**config.mk**
```make
export PLATFORM = sky130hd
export DESIGN_NAME = lpmc_ctrl
export DESIGN_NICKNAME = d
export VERILOG_FILES = /design/src/common/lpmc_pkg.sv /design/src/common/lpmc_duty_if.sv /design/src/hw/lpmc_duty_slot.sv /design/src/hw/lpmc_ctrl.sv
export SDC_FILE = /design/constraint.sdc
export NUM_CORES = 1
export LEC_CHECK = 0
export ABC_AREA = 1
export BUFFER_PORTS_ARGS = -buffer_cell sky130_fd_sc_hd__buf_2
export CORE_AREA = 2 2 137 139
export CTS_CLUSTER_DIAMETER = 80
export CTS_CLUSTER_SIZE = 30
export DETAILED_ROUTE_END_ITERATION = 10
export DIE_AREA = 0 0 139 141
export GPL_TIMING_DRIVEN = 0
export PLACE_DENSITY = 0.67
export SLEW_MARGIN = 20
export SYNTH_ARGS = -nofsm -noshare
export SYNTH_HDL_FRONTEND = slang
export SYNTH_SLANG_ARGS = --single-unit
```
**constraint.sdc**
```tcl
create_clock -name core_clk -period 2.28 [get_ports core_clk]
set_input_delay 0.684 -clock core_clk [delete_from_list [all_inputs] [get_ports core_clk]]
set_output_delay 0.684 -clock core_clk [all_outputs]
set_load 0.005 [all_outputs]
```
**src/common/lpmc_pkg.sv**
```systemverilog
// Purpose: shared constants and types of the low power mode controller
// Assumes: 32-bit register port, byte addresses as printed
// Notes: offsets are full byte addresses, data in the low bits

// ********************************************************************
// Constants
// ********************************************************************
package lpmc_pkg;
  localparam logic [31:0] LPC_ADDR = 32'h1000_0004;
  localparam logic [31:0] PCG_ADDR = 32'h1000_0020;
  localparam logic [31:0] OPC_ADDR = 32'h1000_0024;
  localparam logic [31:0] LOCK_ADDR = 32'h1000_0028;
  localparam logic [31:0] LPC_RESET = 32'h0000_00F8;
  localparam logic [31:0] PCG_RESET = 32'h0000_0000;
  localparam logic [31:0] OPC_RESET = 32'h0000_1500;
  localparam logic [31:0] LOCK_RESET = 32'h0000_0100;
  localparam logic [31:0] LPC_MASK = 32'h0000_00FF;
  localparam logic [31:0] PCG_MASK = 32'h1FFF_FFFF;
  localparam logic [31:0] OPC_MASK = 32'h0000_FF74;
  localparam logic [31:0] LOCK_MASK = 32'h0000_FFFF;
  localparam int DUTY_LSB = 3;
  localparam int DUTY_W = 5;
  localparam int DOZE_BIT = 2;
  localparam int PSS_LSB = 0;
  localparam int PSS_W = 2;
  localparam logic [1:0] PSS_IDLE = 2'h0;
  localparam logic [1:0] PSS_SLEEP = 2'h1;
  localparam int PCG_W = 29;
  localparam int UDC_BIT = 10;
  localparam int SETTLE_LSB = 8;
  localparam int SETTLE_W = 8;
  localparam int SPN_BIT = 6;
  localparam int BPM_BIT = 5;
  localparam int KEEP_BIT = 4;
  localparam int SLOW_BIT = 2;
  localparam int SETTLE_SHIFT = 4;
  localparam int LOCK_W = 16;
  localparam int DIV_W = 9;
  localparam logic [4:0] DUTY_MAX = 5'h1F;
  localparam logic [4:0] SLOT_LAST = 5'h1E;
  typedef enum logic [2:0] {
    ST_RUN, ST_IDLE_WAIT, ST_IDLE, ST_DRAIN, ST_SREF, ST_SLEEP, ST_OSC, ST_LOCK
  } lpmc_state_t;
endpackage

```
**src/common/lpmc_duty_if.sv**
```systemverilog
// Purpose: link between mode control and the doze slot generator
// Assumes: one clock domain
// Notes: clk_on low means the current slot has expired
`timescale 1ns/10ps
`default_nettype none
interface lpmc_duty_if;
  logic enable;
  logic [4:0] duty;
  logic clk_on;
  modport ctl (output enable, output duty, input clk_on);
  modport gen (input enable, input duty, output clk_on);
endinterface
`default_nettype wire

```
**src/hw/lpmc_duty_slot.sv**
```systemverilog
// Purpose: doze burst slot generator, period of 31 cycles
// Assumes: duty may change at any time
// Notes: output is continuous while not enabled
`timescale 1ns/10ps
`default_nettype none
module lpmc_duty_slot (
  input wire logic core_clk,
  input wire logic nrst,
  lpmc_duty_if.gen dif
);
  logic [4:0] cnt;
  logic on;
  wire logic [4:0] next_cnt = (cnt == lpmc_pkg::SLOT_LAST) ? 5'h00 : cnt + 5'h01;

  // ******************************************************************
  // Slot counter
  // ******************************************************************
  always_ff @(posedge core_clk) begin
    if (!nrst || !dif.enable) begin
      cnt <= 5'h00;
    end else begin
      cnt <= next_cnt;
    end
  end

  // Duty of 31 never drops, duty 0 never rises
  always_ff @(posedge core_clk) begin
    if (!nrst) begin
      on <= 1'b1;
    end else begin
      on <= !dif.enable || (cnt < dif.duty); // RQ2
    end
  end
  assign dif.clk_on = on;
endmodule
`default_nettype wire

```
**src/hw/lpmc_ctrl.sv**
```systemverilog
// Contract
// RQ1: Doze bit gates only the CPU clock in bursts set by duty.
// RQ2: Duty field bits 7:3 gives on-time value/31; 31 always on, 0 off.
// RQ3: Doze ends on software clear, interrupt, reset or sleep instruction.
// RQ4: Any doze cancel clears the doze bit in hardware.
// RQ5: After doze cancel the CPU clock runs continuously at once.
// RQ6: Other clocks keep running during doze.
// RQ7: Expired CPU time slot halts the CPU, registers kept.
// RQ8: Software programs duty before setting doze, may change it later.
// RQ9: State select bits 1:0: 00 idle, 01 sleep, others reserved.
// RQ10: Idle stops CPU clock after current operation; system clocks stay.
// RQ11: Idle ends on any interrupt or reset.
// RQ12: Sleep stops all clocks but RTC, PLL off, clock pin stopped.
// RQ13: Sleep entry: arbiter stops granting, then SDRAM enters self-refresh.
// RQ14: Clocks stop only with bus idle and self-refresh confirmed.
// RQ15: Sleep ends on interrupt, watchdog reset or power-on reset.
// RQ16: Leaving sleep restarts PLL and waits lock time before clocks.
// RQ17: Software stops all peripherals before selecting sleep.
// RQ18: Gate bits 28:0 stop peripheral clock and access; clear or reset restores.
// RQ19: USB gate bit 10: 0 always runs, 1 stops only in suspend.
// RQ20: Oscillator settle bits 15:8 in units of 16 RTC periods, reset 0x15.
// RQ21: Bit 4 keeps main oscillator running in sleep when set.
// RQ22: Bit 2 selects main clock /512 or RTC clock as slow tick.
// RQ23: Bit 6 low forces USB phy suspend, high leaves it free.
// RQ24: One-cycle sleep request answered by halt held until wake.
//
// Purpose: low power mode controller, doze, idle, sleep and clock gating
// Assumes: resets of any source arrive on nrst; irq from same clock
// Notes: rtc_domain_clock is sampled, not used as a clock
`timescale 1ns/10ps
`default_nettype none
module lpmc_ctrl (
  input wire logic core_clk,
  input wire logic nrst,
  input wire logic [31:0] reg_addr,
  input wire logic [31:0] reg_wdata,
  input wire logic reg_wr,
  input wire logic reg_rd,
  output logic [31:0] reg_rdata,
  input wire logic sleep_req,
  input wire logic cpu_op_done,
  input wire logic irq,
  input wire logic bus_idle,
  input wire logic sdram_sr_ack,
  input wire logic udc_suspend,
  input wire logic rtc_domain_clock,
  output logic cpu_clk_en,
  output logic cpu_halt,
  output logic sys_clk_en,
  output logic pll_en,
  output logic clock_output_pin_en,
  output logic osc_en,
  output logic arb_hold,
  output logic sdram_sr_req,
  output logic [28:0] periph_clk_en,
  output logic [28:0] periph_access_block,
  output logic slow_tick,
  output logic usb_phy_force,
  output logic bypass_select
);
  logic [31:0] lpc;
  logic [31:0] pcg;
  logic [31:0] opc;
  logic [31:0] lock_time;
  lpmc_pkg::lpmc_state_t state;
  lpmc_pkg::lpmc_state_t next_state;
  logic [15:0] cnt;
  logic [8:0] div;
  logic rtc_s1;
  logic rtc_s2;
  logic rtc_s3;
  lpmc_duty_if dif ();

  // ******************************************************************
  // Register port decode
  // ******************************************************************
  wire logic wr_lpc = reg_wr && reg_addr == lpmc_pkg::LPC_ADDR;
  wire logic wr_pcg = reg_wr && reg_addr == lpmc_pkg::PCG_ADDR;
  wire logic wr_opc = reg_wr && reg_addr == lpmc_pkg::OPC_ADDR;
  wire logic wr_lock = reg_wr && reg_addr == lpmc_pkg::LOCK_ADDR;
  wire logic [31:0] rd_mux =
    reg_addr == lpmc_pkg::LPC_ADDR ? lpc :
    reg_addr == lpmc_pkg::PCG_ADDR ? pcg :
    reg_addr == lpmc_pkg::OPC_ADDR ? opc :
    reg_addr == lpmc_pkg::LOCK_ADDR ? lock_time : 32'h0000_0000;

  // ******************************************************************
  // Field views
  // ******************************************************************
  wire logic doze = lpc[lpmc_pkg::DOZE_BIT];
  wire logic [4:0] duty = lpc[lpmc_pkg::DUTY_LSB +: lpmc_pkg::DUTY_W];
  wire logic [1:0] pss = lpc[lpmc_pkg::PSS_LSB +: lpmc_pkg::PSS_W];
  wire logic [28:0] gate = pcg[lpmc_pkg::PCG_W-1:0];
  wire logic [7:0] settle = opc[lpmc_pkg::SETTLE_LSB +: lpmc_pkg::SETTLE_W];
  wire logic keep_osc = opc[lpmc_pkg::KEEP_BIT];
  wire logic slow_sel = opc[lpmc_pkg::SLOW_BIT];
  wire logic [15:0] lock_cnt = lock_time[lpmc_pkg::LOCK_W-1:0];

  // ******************************************************************
  // Doze control
  // ******************************************************************
  // Reserved state codes make the sleep request a no-op
  wire logic take_idle = sleep_req && pss == lpmc_pkg::PSS_IDLE; // RQ9
  wire logic take_sleep = sleep_req && pss == lpmc_pkg::PSS_SLEEP; // RQ9
  wire logic in_run = state == lpmc_pkg::ST_RUN;
  wire logic doze_cancel = doze && (irq || take_idle || take_sleep); // RQ3
  // A software write in the same cycle wins over the hardware clear
  wire logic [31:0] lpc_wr = reg_wdata & lpmc_pkg::LPC_MASK;
  wire logic [31:0] lpc_hw = lpc & ~(32'h0000_0001 << lpmc_pkg::DOZE_BIT);
  wire logic [31:0] next_lpc = wr_lpc ? lpc_wr : (doze_cancel ? lpc_hw : lpc); // RQ4

  assign dif.enable = doze && in_run; // RQ1
  assign dif.duty = duty; // RQ2

  lpmc_duty_slot u_slot (
    .core_clk(core_clk),
    .nrst(nrst),
    .dif(dif)
  );

  // ******************************************************************
  // Rtc sampling and slow tick
  // ******************************************************************
  wire logic rtc_tick = rtc_s2 && !rtc_s3;
  wire logic div_wrap = div == 9'h1FF;
  wire logic next_slow = slow_sel ? rtc_tick : div_wrap; // RQ22

  always_ff @(posedge core_clk) begin
    if (!nrst) begin
      rtc_s1 <= 1'b0;
      rtc_s2 <= 1'b0;
      rtc_s3 <= 1'b0;
      div <= 9'h000;
    end else begin
      rtc_s1 <= rtc_domain_clock;
      rtc_s2 <= rtc_s1;
      rtc_s3 <= rtc_s2;
      div <= div + 9'h001; // RQ22
    end
  end

  // ******************************************************************
  // Mode state machine
  // ******************************************************************
  wire logic [11:0] settle_units = {settle, 4'h0}; // RQ20
  wire logic settle_done = cnt >= {4'h0, settle_units}; // RQ20
  wire logic lock_done = cnt >= lock_cnt; // RQ16
  wire logic stopped = state == lpmc_pkg::ST_SLEEP || state == lpmc_pkg::ST_OSC;

  always_comb begin
    next_state = state;
    case (state)
      lpmc_pkg::ST_RUN: begin
        if (take_idle) begin
          next_state = lpmc_pkg::ST_IDLE_WAIT;
        end else if (take_sleep) begin
          next_state = lpmc_pkg::ST_DRAIN; // RQ13
        end
      end
      lpmc_pkg::ST_IDLE_WAIT: begin
        if (irq) begin
          next_state = lpmc_pkg::ST_RUN;
        end else if (cpu_op_done) begin
          next_state = lpmc_pkg::ST_IDLE; // RQ10
        end
      end
      lpmc_pkg::ST_IDLE: begin
        if (irq) begin
          next_state = lpmc_pkg::ST_RUN; // RQ11
        end
      end
      lpmc_pkg::ST_DRAIN: begin
        if (bus_idle) begin
          next_state = lpmc_pkg::ST_SREF; // RQ13
        end
      end
      lpmc_pkg::ST_SREF: begin
        if (bus_idle && sdram_sr_ack) begin
          next_state = lpmc_pkg::ST_SLEEP; // RQ14
        end
      end
      lpmc_pkg::ST_SLEEP: begin
        if (irq) begin
          next_state = keep_osc ? lpmc_pkg::ST_LOCK : lpmc_pkg::ST_OSC; // RQ15
        end
      end
      lpmc_pkg::ST_OSC: begin
        if (settle_done) begin
          next_state = lpmc_pkg::ST_LOCK; // RQ20
        end
      end
      lpmc_pkg::ST_LOCK: begin
        if (lock_done) begin
          next_state = lpmc_pkg::ST_RUN; // RQ16
        end
      end
      default: begin
        next_state = lpmc_pkg::ST_RUN;
      end
    endcase
  end

  // Counter only moves while waiting, so it never wraps in other states
  wire logic cnt_step = (state == lpmc_pkg::ST_OSC && rtc_tick) || state == lpmc_pkg::ST_LOCK;
  wire logic [15:0] next_cnt = next_state != state ? 16'h0000 :
    (cnt_step ? cnt + 16'h0001 : cnt);

  // ******************************************************************
  // Registers and state
  // ******************************************************************
  always_ff @(posedge core_clk) begin
    if (!nrst) begin
      lpc <= lpmc_pkg::LPC_RESET;
      pcg <= lpmc_pkg::PCG_RESET; // RQ18
      opc <= lpmc_pkg::OPC_RESET; // RQ20
      lock_time <= lpmc_pkg::LOCK_RESET;
      state <= lpmc_pkg::ST_RUN;
      cnt <= 16'h0000;
    end else begin
      lpc <= next_lpc;
      pcg <= wr_pcg ? reg_wdata & lpmc_pkg::PCG_MASK : pcg;
      opc <= wr_opc ? reg_wdata & lpmc_pkg::OPC_MASK : opc;
      lock_time <= wr_lock ? reg_wdata & lpmc_pkg::LOCK_MASK : lock_time;
      state <= next_state;
      cnt <= next_cnt;
    end
  end

  // ******************************************************************
  // Output decode
  // ******************************************************************
  wire logic next_sys = !stopped && state != lpmc_pkg::ST_LOCK; // RQ6 RQ12
  wire logic next_cpu = in_run ? (!doze || dif.clk_on) :
    state == lpmc_pkg::ST_IDLE_WAIT; // RQ1 RQ5 RQ10
  wire logic next_halt = !in_run || (doze && !dif.clk_on); // RQ7 RQ24
  wire logic next_hold = !in_run && state != lpmc_pkg::ST_IDLE_WAIT &&
    state != lpmc_pkg::ST_IDLE; // RQ13
  wire logic next_srq = next_hold && state != lpmc_pkg::ST_DRAIN; // RQ13
  wire logic [28:0] udc_mask = 29'h0000_0001 << lpmc_pkg::UDC_BIT;
  wire logic [28:0] eff_gate = udc_suspend ? gate : gate & ~udc_mask; // RQ19
  wire logic [28:0] next_pclk = next_sys ? ~eff_gate : 29'h0000_0000; // RQ18
  wire logic next_osc = !(state == lpmc_pkg::ST_SLEEP && !keep_osc); // RQ21

  always_ff @(posedge core_clk) begin
    if (!nrst) begin
      reg_rdata <= 32'h0000_0000;
      cpu_clk_en <= 1'b1;
      cpu_halt <= 1'b0;
      sys_clk_en <= 1'b1;
      pll_en <= 1'b1;
      clock_output_pin_en <= 1'b1;
      osc_en <= 1'b1;
      arb_hold <= 1'b0;
      sdram_sr_req <= 1'b0;
      periph_clk_en <= {29{1'b1}};
      periph_access_block <= 29'h0000_0000;
      slow_tick <= 1'b0;
      usb_phy_force <= 1'b0;
      bypass_select <= 1'b0;
    end else begin
      reg_rdata <= reg_rd ? rd_mux : 32'h0000_0000;
      cpu_clk_en <= next_cpu;
      cpu_halt <= next_halt;
      sys_clk_en <= next_sys;
      pll_en <= !stopped; // RQ12 RQ16
      clock_output_pin_en <= next_sys; // RQ12
      osc_en <= next_osc;
      arb_hold <= next_hold;
      sdram_sr_req <= next_srq;
      periph_clk_en <= next_pclk;
      periph_access_block <= gate; // RQ18
      slow_tick <= next_slow;
      usb_phy_force <= !opc[lpmc_pkg::SPN_BIT]; // RQ23
      bypass_select <= opc[lpmc_pkg::BPM_BIT];
    end
  end
endmodule
`default_nettype wire

```
==> impl_metrics.tcl <==
set metrics [dict create \
    status "finished, final reports clean" \
    crit_fanout 10 \
    die_area_um2 19600 \
    dr.pass1.iters 5 \
    seq_area_um2 3990 \
    wl_per_cell_um 14.4 \
    vias 7144 \
    place_area_um2 9150 \
    synth-seq-cells 199 \
    clock-root-buffer "clkbuf_16" \
    ys_seq_area_share_pct 49.8 \
    startpoint_type "input pin" \
    slew_violations 0 \
    cts_buffers 17 \
    cp.required_ns 2.64 \
    worstPathCellList "clkbuf_1 > clkbuf_1 > clkbuf_1 > o21ai_0 > a21oi_1" \
    critPathSlowestCell "clkbuf_1" \
    mostFrequentLayoutCells "dfxtp_1 (194), buf_2 (177), inv_1 (167)" \
    crit_top_cell "clkbuf_1" \
    hold_slack_ns 0.414 \
    path_clk_slew_ns 0.08 \
    fin_crit_sh_pct 93.7 \
    min_path_type "input pin to register" \
    cp.arrival_ns 2.50 \
    multiInputGateArea_um2 3300 \
    clk_path_buf_depth 2 \
    worstSetupPathType "input pin to register" \
    synth_edf_count 0 \
    io_buffers 168 \
    relSlewSlack_pct 53.0 \
    p_per_area_nw_per_um2 705 \
    final_hold_viol_count 0 \
    ys_types 35 \
    die_h_um 141 \
    place_congestion 0.891 \
    drc_errors 0 \
    mostFrequentLayoutCell "dfxtp_1" \
    ant_nets 0 \
    synth_compound_area_share_pct 12.0 \
    fin_crit_ns 2.14 \
    cts_sinks 199 \
    place.detailed.hpwl_mm 16.0 \
    die_w_um 139 \
    rows 50 \
    start_util_pct 43.8 \
    grt_pass1_wl_mm 33.2 \
    cts_tree "done" \
    grt_pass1_vias 6450 \
    htree_levels 4 \
    clock_latency_ns 0.44 \
    grt_overflow_total 0 \
    synth_mux_area_share_pct 0 \
    synth_fa_ha_area_share_pct 5.31 \
    synth_async_sr_flop_share_pct 0 \
    drt_iter0_markers 539 \
    avgSynthCellArea_um2 7.87 \
    drive_above_1_share_pct 21.3 \
    vdd_drop_max_mv 0.567 \
    setup_viol 0 \
    areaGrowthSynthToFinish_pct 24.4 \
    synth_top_family_by_area "simple AND/OR/NAND/NOR gates" \
    yosys_most_used_dff "dfxtp_1" \
    drv_cap 0 \
    leakage_nw 4.82 \
    power_mw 7.02 \
    cts-hold-fix-buffers 0 \
    via_per_inst 4.88 \
    antenna_found_initial 1 \
    io_pins 176 \
    fillers 1724 \
    fmax_mhz 468 \
    wirelength_mm 21.0 \
    synth-xor-area-share_pct 1.64 \
    rsz0062_at_grt "yes" \
    final_cell_area_um2 9960 \
    synth-simple-area-share_pct 21.1 \
    core_area_um2 18300 \
    grt_use_total_pct 21.4 \
    yosysWarnings 0 \
    fin_nets 1324 \
    syn_inst 1018 \
    max_stage_delay_ns 0.53 \
    fin_skew_ns 0.00716 \
    syn_area_um2 8010 \
    grt_max_degree 23 \
    tightest_slew_ns 0.705 \
    setup.worst_path.end_class "register" \
]
## registers in the layout, summed over array words and instances, names as in the netlist, 3 cells and up
name and flops:
lock_time 16, lpc 8, u_slot.cnt 5, periph_access_block 29, pcg 29, div 9
periph_clk_en 29, cnt 16, state 3, opc 12, reg_rdata 29
## kinds of logic (layout without fill, tap and decap cells)
family,count (synthesis),count (layout)
flip-flops,199,199
other,1,4
AND/OR/NAND/NOR,388,388
XOR/XNOR,15,15
buffers and inverters,209,417
adder cells (fa/ha/maj),34,34
AO/OA/AOI/OAI,172,172
## metrics by stage
stage | utilization [%] | TNS (ns) | setup slack (ns) | cells
after global placement | 50.1 | -35.57 | -0.399 | 1422
after global routing | 54.5 | -0.0506 | -0.0207 | 1463
after CTS | 53.6 | 0 | 0.00388 | 1454
after floorplan | - | 0 | 0.178 | 1020
final | 54.5 | 0 | 0.144 | 1463
after detailed placement | 50.1 | -39.38 | -0.403 | 1422
## per-layer routing
metal | routed length (um) | share of wire [%] | track usage, %
met1 | 9150 | 43 | 27.1
met2 | 9700 | 46 | 35.1
met3 | 1490 | 7.1 | 4.86
met4 | 700 | 3.3 | 9.46
met5 | 0 | 0 | 0
## where the power goes
group          switching, mW  internal [mW]
registers             0.0166           3.50
clock network           1.54           1.50
logic                  0.287          0.179
## final timing paths
path	startpoint	endpoint	slack [ns]	cells past startpoint
worst max-delay path	nrst	lpc[2]$_SDFFE_PN0P_	0.14	5
worst min-delay path	udc_suspend	periph_clk_en[10]$_SDFF_PN1_	0.41	2
worst max register to register	cnt[10]$_SDFFE_PP0P_	cnt[7]$_SDFFE_PP0P_	0.18	13
worst min register to register	rtc_s1$_SDFF_PN0_	rtc_s2$_SDFF_PN0_	0.41	2
## critical path, delay by kind of cell
kind / cells / cell delay, ns
buffers and inverters: 3 / 1.43
AO/OA/AOI/OAI: 2 / 0.38
## timing repair
action | in CTS | in global routing
hold endpoints to repair | 0 | 0
pin swaps | 0 | 5
setup buffers | 0 | 8
resized for setup | 4 | 27
endpoints found under the setup margin | 10 | 98
cloned | 0 | 0
## cell usage after synthesis, drive strengths merged (4+ instances only)
cell type,n,share of area (%)
dfxtp,199,50
inv,168,7.9
nand2,147,6.9
nor2,128,6.2
o21ai,78,4.9
a21oi,62,3.9
nand3,46,3.0
nor3,42,2.7
ha,34,5.3
clkbuf,25,1.2
buf,15,1.1
o211ai,14,1.3
nand4,12,1.1
xor2,11,1.2
or2,7,0.55
nor4,6,0.66
o221ai,6,0.66
o21bai,5,0.47
xnor2,4,0.44
## area by class of cell
| class | instances | share of cell area (%) |
|---|---|---|
| Sequential cell | 199 | 40.1 |
| Multi-Input combinational cell | 612 | 33.2 |
| Timing Repair Buffer | 176 | 9.17 |
| Inverter | 169 | 6.37 |
| Clock buffer | 17 | 4.27 |
| Tap cell | 234 | 2.94 |
| Buffer | 40 | 2.01 |
| Clock inverter | 15 | 2.00 |
| Antenna cell | 1 | 0.0251 |
Note: power is estimated with default switching activity, not from simulation.
